<file path="src/rtl/eafd_pkg.sv">
package eafd_pkg;

    // ==========================================================
    // Opcode groups in bits 15:12 of the instruction word.
    localparam logic [3:0] OPC_NONE = 4'h0;
    localparam logic [3:0] OPC_IDX_REG = 4'h1;
    localparam logic [3:0] OPC_BASE_DISP = 4'h2;
    localparam logic [3:0] OPC_IDX_BASE = 4'h3;
    localparam logic [3:0] OPC_DEST_ONLY = 4'h4;
    localparam logic [3:0] OPC_SRC_ONLY = 4'h5;
    localparam logic [3:0] OPC_REG_DISP = 4'h6;
    localparam logic [3:0] OPC_PRE_DEC = 4'h7;
    localparam logic [3:0] OPC_IMM_ZERO = 4'h8;
    localparam logic [3:0] OPC_IMM_SIGN = 4'h9;
    localparam logic [3:0] OPC_TRAP = 4'hA;

    // ==========================================================
    // Field positions inside the 16-bit word.
    localparam int OPC_MSB = 15;
    localparam int OPC_LSB = 12;
    localparam int DST_MSB = 11;
    localparam int DST_LSB = 8;
    localparam int SRC_MSB = 7;
    localparam int SRC_LSB = 4;
    localparam int LOW_MSB = 3;
    localparam int LOW_LSB = 0;
    localparam int SIZE_MSB = 9;
    localparam int SIZE_LSB = 8;
    localparam int PD_SIZE_MSB = 1;
    localparam int PD_SIZE_LSB = 0;
    localparam int SUB_BIT = 0;
    localparam int TRAP_SHIFT = 2;

    // ==========================================================
    // Access sizes.
    localparam logic [1:0] SIZE_BYTE = 2'h0;
    localparam logic [1:0] SIZE_WORD = 2'h1;
    localparam logic [1:0] SIZE_LONG = 2'h2;

    // ==========================================================
    // Operand interpretation, one-hot.
    typedef enum logic [10:0] {
        EAFD_M_NONE = 11'h001,
        EAFD_M_IDX_REG = 11'h002,
        EAFD_M_BASE_DISP = 11'h004,
        EAFD_M_IDX_BASE = 11'h008,
        EAFD_M_SYS_DIRECT = 11'h010,
        EAFD_M_SYS_PREDEC = 11'h020,
        EAFD_M_FAR_BRANCH = 11'h040,
        EAFD_M_REG_DISP = 11'h080,
        EAFD_M_PRE_DEC = 11'h100,
        EAFD_M_IMM = 11'h200,
        EAFD_M_TRAP = 11'h400
    } eafd_mode_t;

    // ==========================================================
    // Request from fetch with register file read data.
    typedef struct packed {
        logic valid;
        logic [15:0] instr;
        logic [31:0] pc;
        logic [31:0] dst_value;
        logic [31:0] src_value;
        logic [31:0] general_register_zero;
        logic [31:0] global_base_register;
        logic [31:0] sys_value;
    } eafd_req_t;

    // Decoded result toward execute and load/store.
    typedef struct packed {
        logic valid;
        eafd_mode_t mode;
        logic [3:0] opcode;
        logic [3:0] destination_register_sel;
        logic [3:0] source_register_sel;
        logic [31:0] address;
        logic [31:0] immediate;
        logic [31:0] wb_value;
        logic wb_en;
    } eafd_rsp_t;

    localparam eafd_rsp_t RSP_RESET = '{
        valid: 1'b0, mode: EAFD_M_NONE, opcode: 4'h0,
        destination_register_sel: 4'h0, source_register_sel: 4'h0,
        address: 32'h0000_0000, immediate: 32'h0000_0000,
        wb_value: 32'h0000_0000, wb_en: 1'b0
    };

endpackage

</file>
<file path="src/rtl/eafd_decode.sv">
// Summary of operation
// - Indexed address is register plus register zero.
// - Base plus zero-extended 8-bit displacement.
// - Base displacement scaled by one, two, four.
// - Indexed base is base plus register zero.
// - Branch target is counter plus register.
// - Test and logic immediates are zero-extended.
// - Move, add, compare immediates are sign-extended.
// - Trap immediate zero-extended then times four.
// - Word splits into four-bit coded groups.
// - Opcode bits decide each field's meaning.
// - Source field gives far branch offset.
// - System register feeds destination or pre-decrement store.
// - Four-bit displacement zero-extended and size scaled.
// - Pre-decrement subtracts size before use.
`timescale 1ns/1ns
`default_nettype none

module eafd_decode (
    input wire logic core_clk,
    input wire logic reset_n,
    input wire logic [15:0] fetch_instr,
    output logic [3:0] destination_register_sel,
    output logic [3:0] source_register_sel,
    input wire eafd_pkg::eafd_req_t req,
    output eafd_pkg::eafd_rsp_t rsp
);
    import eafd_pkg::*;

    // ==========================================================
    // Field split
    eafd_rsp_t next_rsp;
    logic [3:0] opcode;
    logic [7:0] low_byte;
    logic [3:0] disp4;
    logic [1:0] size;
    logic [1:0] pd_size;
    logic [31:0] pd_step;

    // Selectors stay combinational so the register file can read in the same cycle.
    // Nibble field split.
    assign destination_register_sel = fetch_instr[DST_MSB:DST_LSB];
    assign source_register_sel = fetch_instr[SRC_MSB:SRC_LSB];
    assign opcode = req.instr[OPC_MSB:OPC_LSB];
    assign low_byte = req.instr[SRC_MSB:LOW_LSB];
    assign disp4 = req.instr[LOW_MSB:LOW_LSB];
    assign size = req.instr[SIZE_MSB:SIZE_LSB];
    assign pd_size = req.instr[PD_SIZE_MSB:PD_SIZE_LSB];

    function automatic logic [31:0] scale(input logic [31:0] v, input logic [1:0] s);
        logic [31:0] r;
        r = v;
        case (s)
            SIZE_BYTE: r = v;
            SIZE_WORD: r = {v[30:0], 1'b0};
            default: r = {v[29:0], 2'b00};
        endcase
        return r;
    endfunction

    assign pd_step = scale(32'h0000_0001, pd_size);

    // ==========================================================
    // Operand decode
    always_comb begin
        next_rsp = RSP_RESET;
        next_rsp.valid = req.valid;
        next_rsp.opcode = opcode;
        next_rsp.destination_register_sel = req.instr[DST_MSB:DST_LSB];
        next_rsp.source_register_sel = req.instr[SRC_MSB:SRC_LSB];
        case (opcode)
            OPC_IDX_REG: begin
                next_rsp.mode = EAFD_M_IDX_REG;
                next_rsp.address = req.dst_value + req.general_register_zero;
            end
            OPC_BASE_DISP: begin
                next_rsp.mode = EAFD_M_BASE_DISP;
                next_rsp.address = req.global_base_register + scale({24'h00_0000, low_byte}, size);
            end
            OPC_IDX_BASE: begin
                next_rsp.mode = EAFD_M_IDX_BASE;
                next_rsp.address = req.global_base_register + req.general_register_zero;
            end
            OPC_DEST_ONLY: begin
                if (req.instr[SUB_BIT]) begin
                    next_rsp.mode = EAFD_M_SYS_PREDEC;
                    next_rsp.address = req.dst_value - scale(32'h0000_0001, SIZE_LONG);
                end else begin
                    next_rsp.mode = EAFD_M_SYS_DIRECT;
                end
                next_rsp.wb_value = req.sys_value;
                next_rsp.wb_en = 1'b1;
            end
            OPC_SRC_ONLY: begin
                next_rsp.mode = EAFD_M_FAR_BRANCH;
                next_rsp.address = req.pc + req.src_value;
            end
            OPC_REG_DISP: begin
                next_rsp.mode = EAFD_M_REG_DISP;
                next_rsp.address = req.src_value + scale({28'h000_0000, disp4}, size);
            end
            OPC_PRE_DEC: begin
                next_rsp.mode = EAFD_M_PRE_DEC;
                next_rsp.address = req.dst_value - pd_step;
                next_rsp.wb_value = req.dst_value - pd_step;
                next_rsp.wb_en = 1'b1;
            end
            OPC_IMM_ZERO: begin
                next_rsp.mode = EAFD_M_IMM;
                next_rsp.immediate = {24'h00_0000, low_byte};
            end
            OPC_IMM_SIGN: begin
                next_rsp.mode = EAFD_M_IMM;
                next_rsp.immediate = {{24{low_byte[7]}}, low_byte};
            end
            OPC_TRAP: begin
                next_rsp.mode = EAFD_M_TRAP;
                next_rsp.immediate = {22'h0, low_byte, 2'b00};
            end
            default: begin
                next_rsp.mode = EAFD_M_NONE;
            end
        endcase
    end

    always_ff @(posedge core_clk) begin
        if (!reset_n) begin
            rsp <= RSP_RESET;
        end else begin
            rsp <= next_rsp;
        end
    end
endmodule

`default_nettype wire

</file>
<file path="config.mk">
export PLATFORM = sky130hd
export DESIGN_NAME = eafd_decode
export DESIGN_NICKNAME = d
export VERILOG_FILES = /design/src/rtl/eafd_pkg.sv /design/src/rtl/eafd_decode.sv
export SDC_FILE = /design/constraint.sdc
export NUM_CORES = 1
export LEC_CHECK = 0
export ABC_CLOCK_PERIOD_IN_PS = 3500
export BUFFER_PORTS_ARGS = -buffer_cell sky130_fd_sc_hd__buf_2
export CORE_ASPECT_RATIO = 0.75
export CORE_UTILIZATION = 49
export CTS_BUF_LIST = sky130_fd_sc_hd__clkbuf_8
export CTS_CLUSTER_SIZE = 40
export DETAILED_ROUTE_END_ITERATION = 10
export GPL_ROUTABILITY_DRIVEN = 0
export PLACE_DENSITY = 0.81
export SYNTH_ARGS = -nofsm -noshare
export SYNTH_HDL_FRONTEND = slang
export SYNTH_SLANG_ARGS = --single-unit
</file>
<file path="constraint.sdc">
create_clock -name core_clk -period 3.5 [get_ports core_clk]
set_input_delay 0.175 -clock core_clk [delete_from_list [all_inputs] [get_ports core_clk]]
set_output_delay 0.175 -clock core_clk [all_outputs]
set_load 0.01 [all_outputs]
</file>
Yosys cells after proc, flatten, opt, wreduce, memory -nomap -nowiden
Index checks and enable logic that the tools add are counted.
{"block": "op_classes", "add_sub_neg": 7, "n_mul": 0, "div_mod_pow": 0, "n_lt_le_gt_ge": 0, "eq_ne": 12, "shifts": 0, "n_mux": 11, "bitwise": 0, "reduce_logical": 3}
{"cell": "$pmux 32 s7", "count": 1}
{"cell": "$add 32x32->32", "count": 5}
{"cell": "$pmux 11 s9", "count": 1}
{"cell": "$mux 32", "count": 3}
{"cell": "$pmux 32 s3", "count": 1}
{"cell": "$pmux 33 s2", "count": 1}
{"cell": "$sub 32x3->32 const B", "count": 1}
{"cell": "$sub 32x32->32", "count": 1}
{"cell": "$pmux 10 s2", "count": 1}
{"cell": "$eq 4x3->1 const B", "count": 4}
{"cell": "$eq 4x4->1 const B", "count": 3}
{"cell": "$pmux 6 s2", "count": 1}
{"cell": "$eq 4x2->1 const B", "count": 2}
{"cell": "$mux 6", "count": 1}
{"cell": "$pmux 3 s2", "count": 1}
{"cell": "$eq 2x1->1 const B", "count": 2}
{"cell": "$eq 4x1->1 const B", "count": 1}
{"cell": "$logic_not 2->1", "count": 2}
{"cell": "$reduce_or 2->1", "count": 1}
{"block": "totals", "ff_bits": 121, "latchBits": 0, "ram_bits": 0, "mem_bits_ro": 0, "input_bits": 227, "out_inout_bits": 129, "wordCells": 42, "memories": 0}

Longest topological paths before layout
{"block": "logic_depth", "word_depth": 5, "depth_mapped": 18, "depth_no_buf": 16}

Worst setup path before layout
OpenSTA, ideal clock, no wires.
{"block": "synth_path", "path_type": "input -> register", "startpoint": "input req[205] (netlist name)", "endpoint": "register rsp[93] (netlist name)", "t_arrival_ns": 3.506, "setup_slack_ns": -0.138, "path_stages": 17, "path_buffers": 3, "cell_sequence": "clkbuf_1 nand2_1 nor3_1 clkbuf_1 clkbuf_1 nand2_1 o21ai_0 ha_1 a21oi_1 nand2_1 o2111a_1 o21ai_0 a21oi_1 a211oi_1 mux2i_1 nor4b_1 a31oi_1"}
{"block": "synth_between", "elab_chain_len": 2, "elab_cells_between_ends": 8, "classes_between": "7 x eq/ne; 1 x mux"}
{"element": "from (decl)", "line_no": "eafd_decode.sv:25", "source": "input wire eafd_pkg::eafd_req_t req,"}
{"element": "$eq 4x3->1 (tied with other cells)", "line_no": "eafd_decode.sv:71", "source": "case (opcode)"}
{"element": "$pmux 32 s7 *", "line_no": "eafd_decode.sv:71"}
{"element": "to (signal assigned)", "line_no": "eafd_decode.sv:130", "source": "rsp <= next_rsp;"}
{"element": "to (decl)", "line_no": "eafd_decode.sv:26", "source": "output eafd_pkg::eafd_rsp_t rsp"}
Mark *: on every way between the ends. The rest lies on a longest branch, timed or not.
A chain may end at the register's enable or synchronous reset.

Worst setup path in the final report
{"block": "layout_path", "startpoint": "input req[204] (netlist name)", "endpoint": "register rsp[93] (netlist name)"}
Same word-level chain as after synthesis.

==> impl_metrics.toml <==
[logic_synthesis]
synth_async_sr_flop_share_pct = 0
yosys_warnings = 0
synth_top_family_by_area = "compound AO/OA/AOI/OAI gates"
yosysTopAreaCellShare_pct = 17.7
synth_compound_area_share_pct = 29.2
synth-main-ff-cell = "dfxtp_1"
synthXorXnorAreaFrac_pct = 7.68
syn-cell-area_um2 = 11300
synth_nets = 1873
synthSimpleGateAreaFrac_pct = 26.5
ys_seq_area_share_pct = 17.7
synth_area_leaders = "dfxtp_1 18%, ha_1 11%, a21oi_1 6.7%"
synth_mux_area_share_pct = 1.16
synth.avg_cell_area_um2 = 7.31
synth_top_area_cell = "dfxtp_1"
synthDistinctLibCells = 88
postSynthCellCount = 1543
synthAdderAreaFrac_pct = 11.7
synth-seq-cells = 100
synth_edf_count = 0

[grt]
grt.total_usage_pct = 37.1
grt_max_degree = 51
grt_antenna_before_repair = 7
grt_pass1_vias = 12700
grt_pass1_wl_um = 68300
overflow = 0

[pwr]
p_leak_uw = 0.00664
p_int_uw = 2300
power_frac_seq_pct = 31.2
combPwrFrac_pct = 45.1
peakVddDrop_uv = 224
power_switching_uw = 1490
powerDensity_nw_per_um2 = 272
p_sw_share_pct = 39.3
p_clk_share_pct = 23.7

[worst_hold_path]
hp-class = "input pin to register"
holdPathStages = 3
min_to = "rsp[1]"
hold_start = "req[0]"

[timing]
timing.fmax_mhz = 298
setup_viol = 0
rsz0062_at_grt = "no"
maxSlewHeadroom_pct = 45.5
drv_slew = 0
whs_ns = 0.0238
period_needed_ns = 3.36
tightest_slew_ns = 0.816
fin_crit_sh_pct = 95.9
hold_violations = 0

[route]
viasPerCell = 6.32
wl_per_cell_um = 20.7
firstDrtPassIters = 6
drtIter0Drc = 1881
vias = 13900
ant_nets = 0
drc_errors = 0
routed_wl_um = 45400

[clock_tree]
cts_root_buf = "clkbuf_8"
post-cts-setup-buffers = 0
cts_tree = "built"
cts.sinks = 100
cts.clk_slew.worst_paths_ns = 0.11
cts_buffers = 9
cts_max_path_buffers = 2
h-tree-depth = 3

[setup_path]
slowest_stage = "nor4b_1"
critPathKind = "input pin to register"
cp_data_arrival_time_ns = 3.63
cp.required_ns = 3.77
critPathMaxFanout = 4
path_cells = "buf_2, buf_4, nand2_1, nor3_4, nand2_1, o21ai_0, ha_1, inv_1, fa_1, nand2b_1, a21oi_1, o2111a_1, o21ai_0, a21oi_1, a211oi_2, mux2i_1, nor4b_1, buf_4, a31oi_1"
critical_path.top_delay_family = "compound AO/OA/AOI/OAI gates"
end_kind = "register"
critPathLaunchType = "input pin"
cp_num_buf_inv = 4
critPathMaxStageDelay_ns = 0.51

[outcome]
outcome = "finished clean"

[floorplanning]
rows = 47
die_x_um = 177
num_io_pins = 356
start_util_pct = 50.5
design.core.area_um2 = 22300
dieArea_um2 = 23600
chipHeight_um = 133

[finish]
layout.cells.non_filler = 2195
layout-drive-gt1-share_pct = 26.2
syn2layout_area_growth_pct = 23.6
reg.largest.list = "rsp x100"
top_register = "rsp"
nets = 2224
largest_reg_flops = 100

[placement]
dpl.cell_count = 2173
place_hpwl_um = 36500
port_buffers = 331

[run]
maxCapViolCount = 0
-- power groups by stage --
stage	clock network, uW	logic, uW	registers, uW
3_3_place_gp	0	1590	1210
3_5_place_dp	0	1620	1210
2_1_floorplan	0	987	1230
4_1_cts	901	1640	1180
6_report	897	1710	1180
5_1_grt	943	1820	1190
-- cells in the mapped netlist (5+ instances only) --
cell and instances:
nand3b_1 7, a21o_1 57, a221oi_1 14, a21oi_1 151, nor2_1 122, inv_1 36
nor3_1 47, o22ai_1 9, and3_1 29, buf_2 5, xor2_1 42, and2_1 72
dfxtp_1 100, or3_1 12, o21ai_0 96, ha_1 99, o21bai_1 15, or4_1 8
o31ai_1 6, clkbuf_1 70, nor4_1 12, a22oi_1 36, o21a_1 13, a211oi_1 8
o211ai_1 9, buf_4 30, a41oi_1 5, xnor2_1 57, nand2_1 127, o221ai_1 7
nand4_1 12, a31oi_1 24, nor2b_1 45, nand3_1 39, nand2b_1 17, mux2i_1 12
-- timing repair --
item,in CTS,in global routing
hold buffers,4,0
gates resized for setup,0,0
hold endpoints to repair,4,0
-- layout make-up --
type | instances | area, um^2
antenna | 2 | 5.00
clock buffer | 9 | 124
timing repair buffer | 451 | 2570
multi-input combinational | 1296 | 8650
sequential | 100 | 2000
tap | 294 | 368
fill | 2001 | 8390
clock inverter | 7 | 100
inverter | 36 | 135
-- routing by layer --
metal / global-route usage, % / vias to the layer above / wire [um]
met5: 0 / - / 47
li1: - / 6313 / -
met2: 54.2 / 1125 / 18400
met1: 51.5 / 6270 / 18400
met3: 11.9 / 167 / 6980
met4: 11.2 / 8 / 1530
-- cell usage in the layout (no fill, tap or decap), types with 13 or more instances in the layout --
cell type	Yosys	routed
buf_2	5	331
a21oi_1	151	150
nand2_1	127	127
nor2_1	122	121
buf_4	30	116
dfxtp_1	100	100
ha_1	99	99
o21ai_0	96	96
and2_1	72	72
a21o_1	57	57
xnor2_1	57	57
nor3_1	47	45
nor2b_1	45	44
xor2_1	42	42
nand3_1	39	39
inv_1	36	37
a22oi_1	36	36
and3_1	29	29
a31oi_1	24	24
nand2b_1	17	17
o21bai_1	15	15
a221oi_1	14	14
o21a_1	13	13
-- through the flow --
| step | cell area [um^2] | util (%) | setup slack [ns] | power, uW | TNS (ns) |
|---|---|---|---|---|---|
| global placement | 13700 | 61.2 | -0.0609 | 2800 | -0.0609 |
| CTS | 13900 | 62.4 | 0.277 | 3730 | 0 |
| floorplan | 11300 | - | 0.0457 | 2220 | 0 |
| finish | 14000 | 62.4 | 0.145 | 3790 | 0 |
| global route | 13900 | 62.4 | 0.00616 | 3950 | 0 |
| detailed placement | 13700 | 61.2 | -0.117 | 2830 | -0.137 |
-- kinds of logic after synthesis --
family | Yosys count
and+or+nand+nor | 576
muxes | 13
buffers and inverters | 147
adders and majority gates | 103
DFF | 100
AOI/OAI and AO/OA | 505
xor gates and xnor gates | 99
-- worst max path at each step --
stage	from	endpoint	slack, ns	depth (start not counted)
finish	req[204]	rsp[93]	0.14	19
global route	req[205]	rsp[81]	0.006	17
CTS	req[207]	rsp[93]	0.28	18
detailed placement	req[207]	rsp[93]	-0.12	18
global placement	req[207]	rsp[93]	-0.06	18
floorplan	req[207]	rsp[93]	0.05	17
Power figures use the tool's default switching activity.
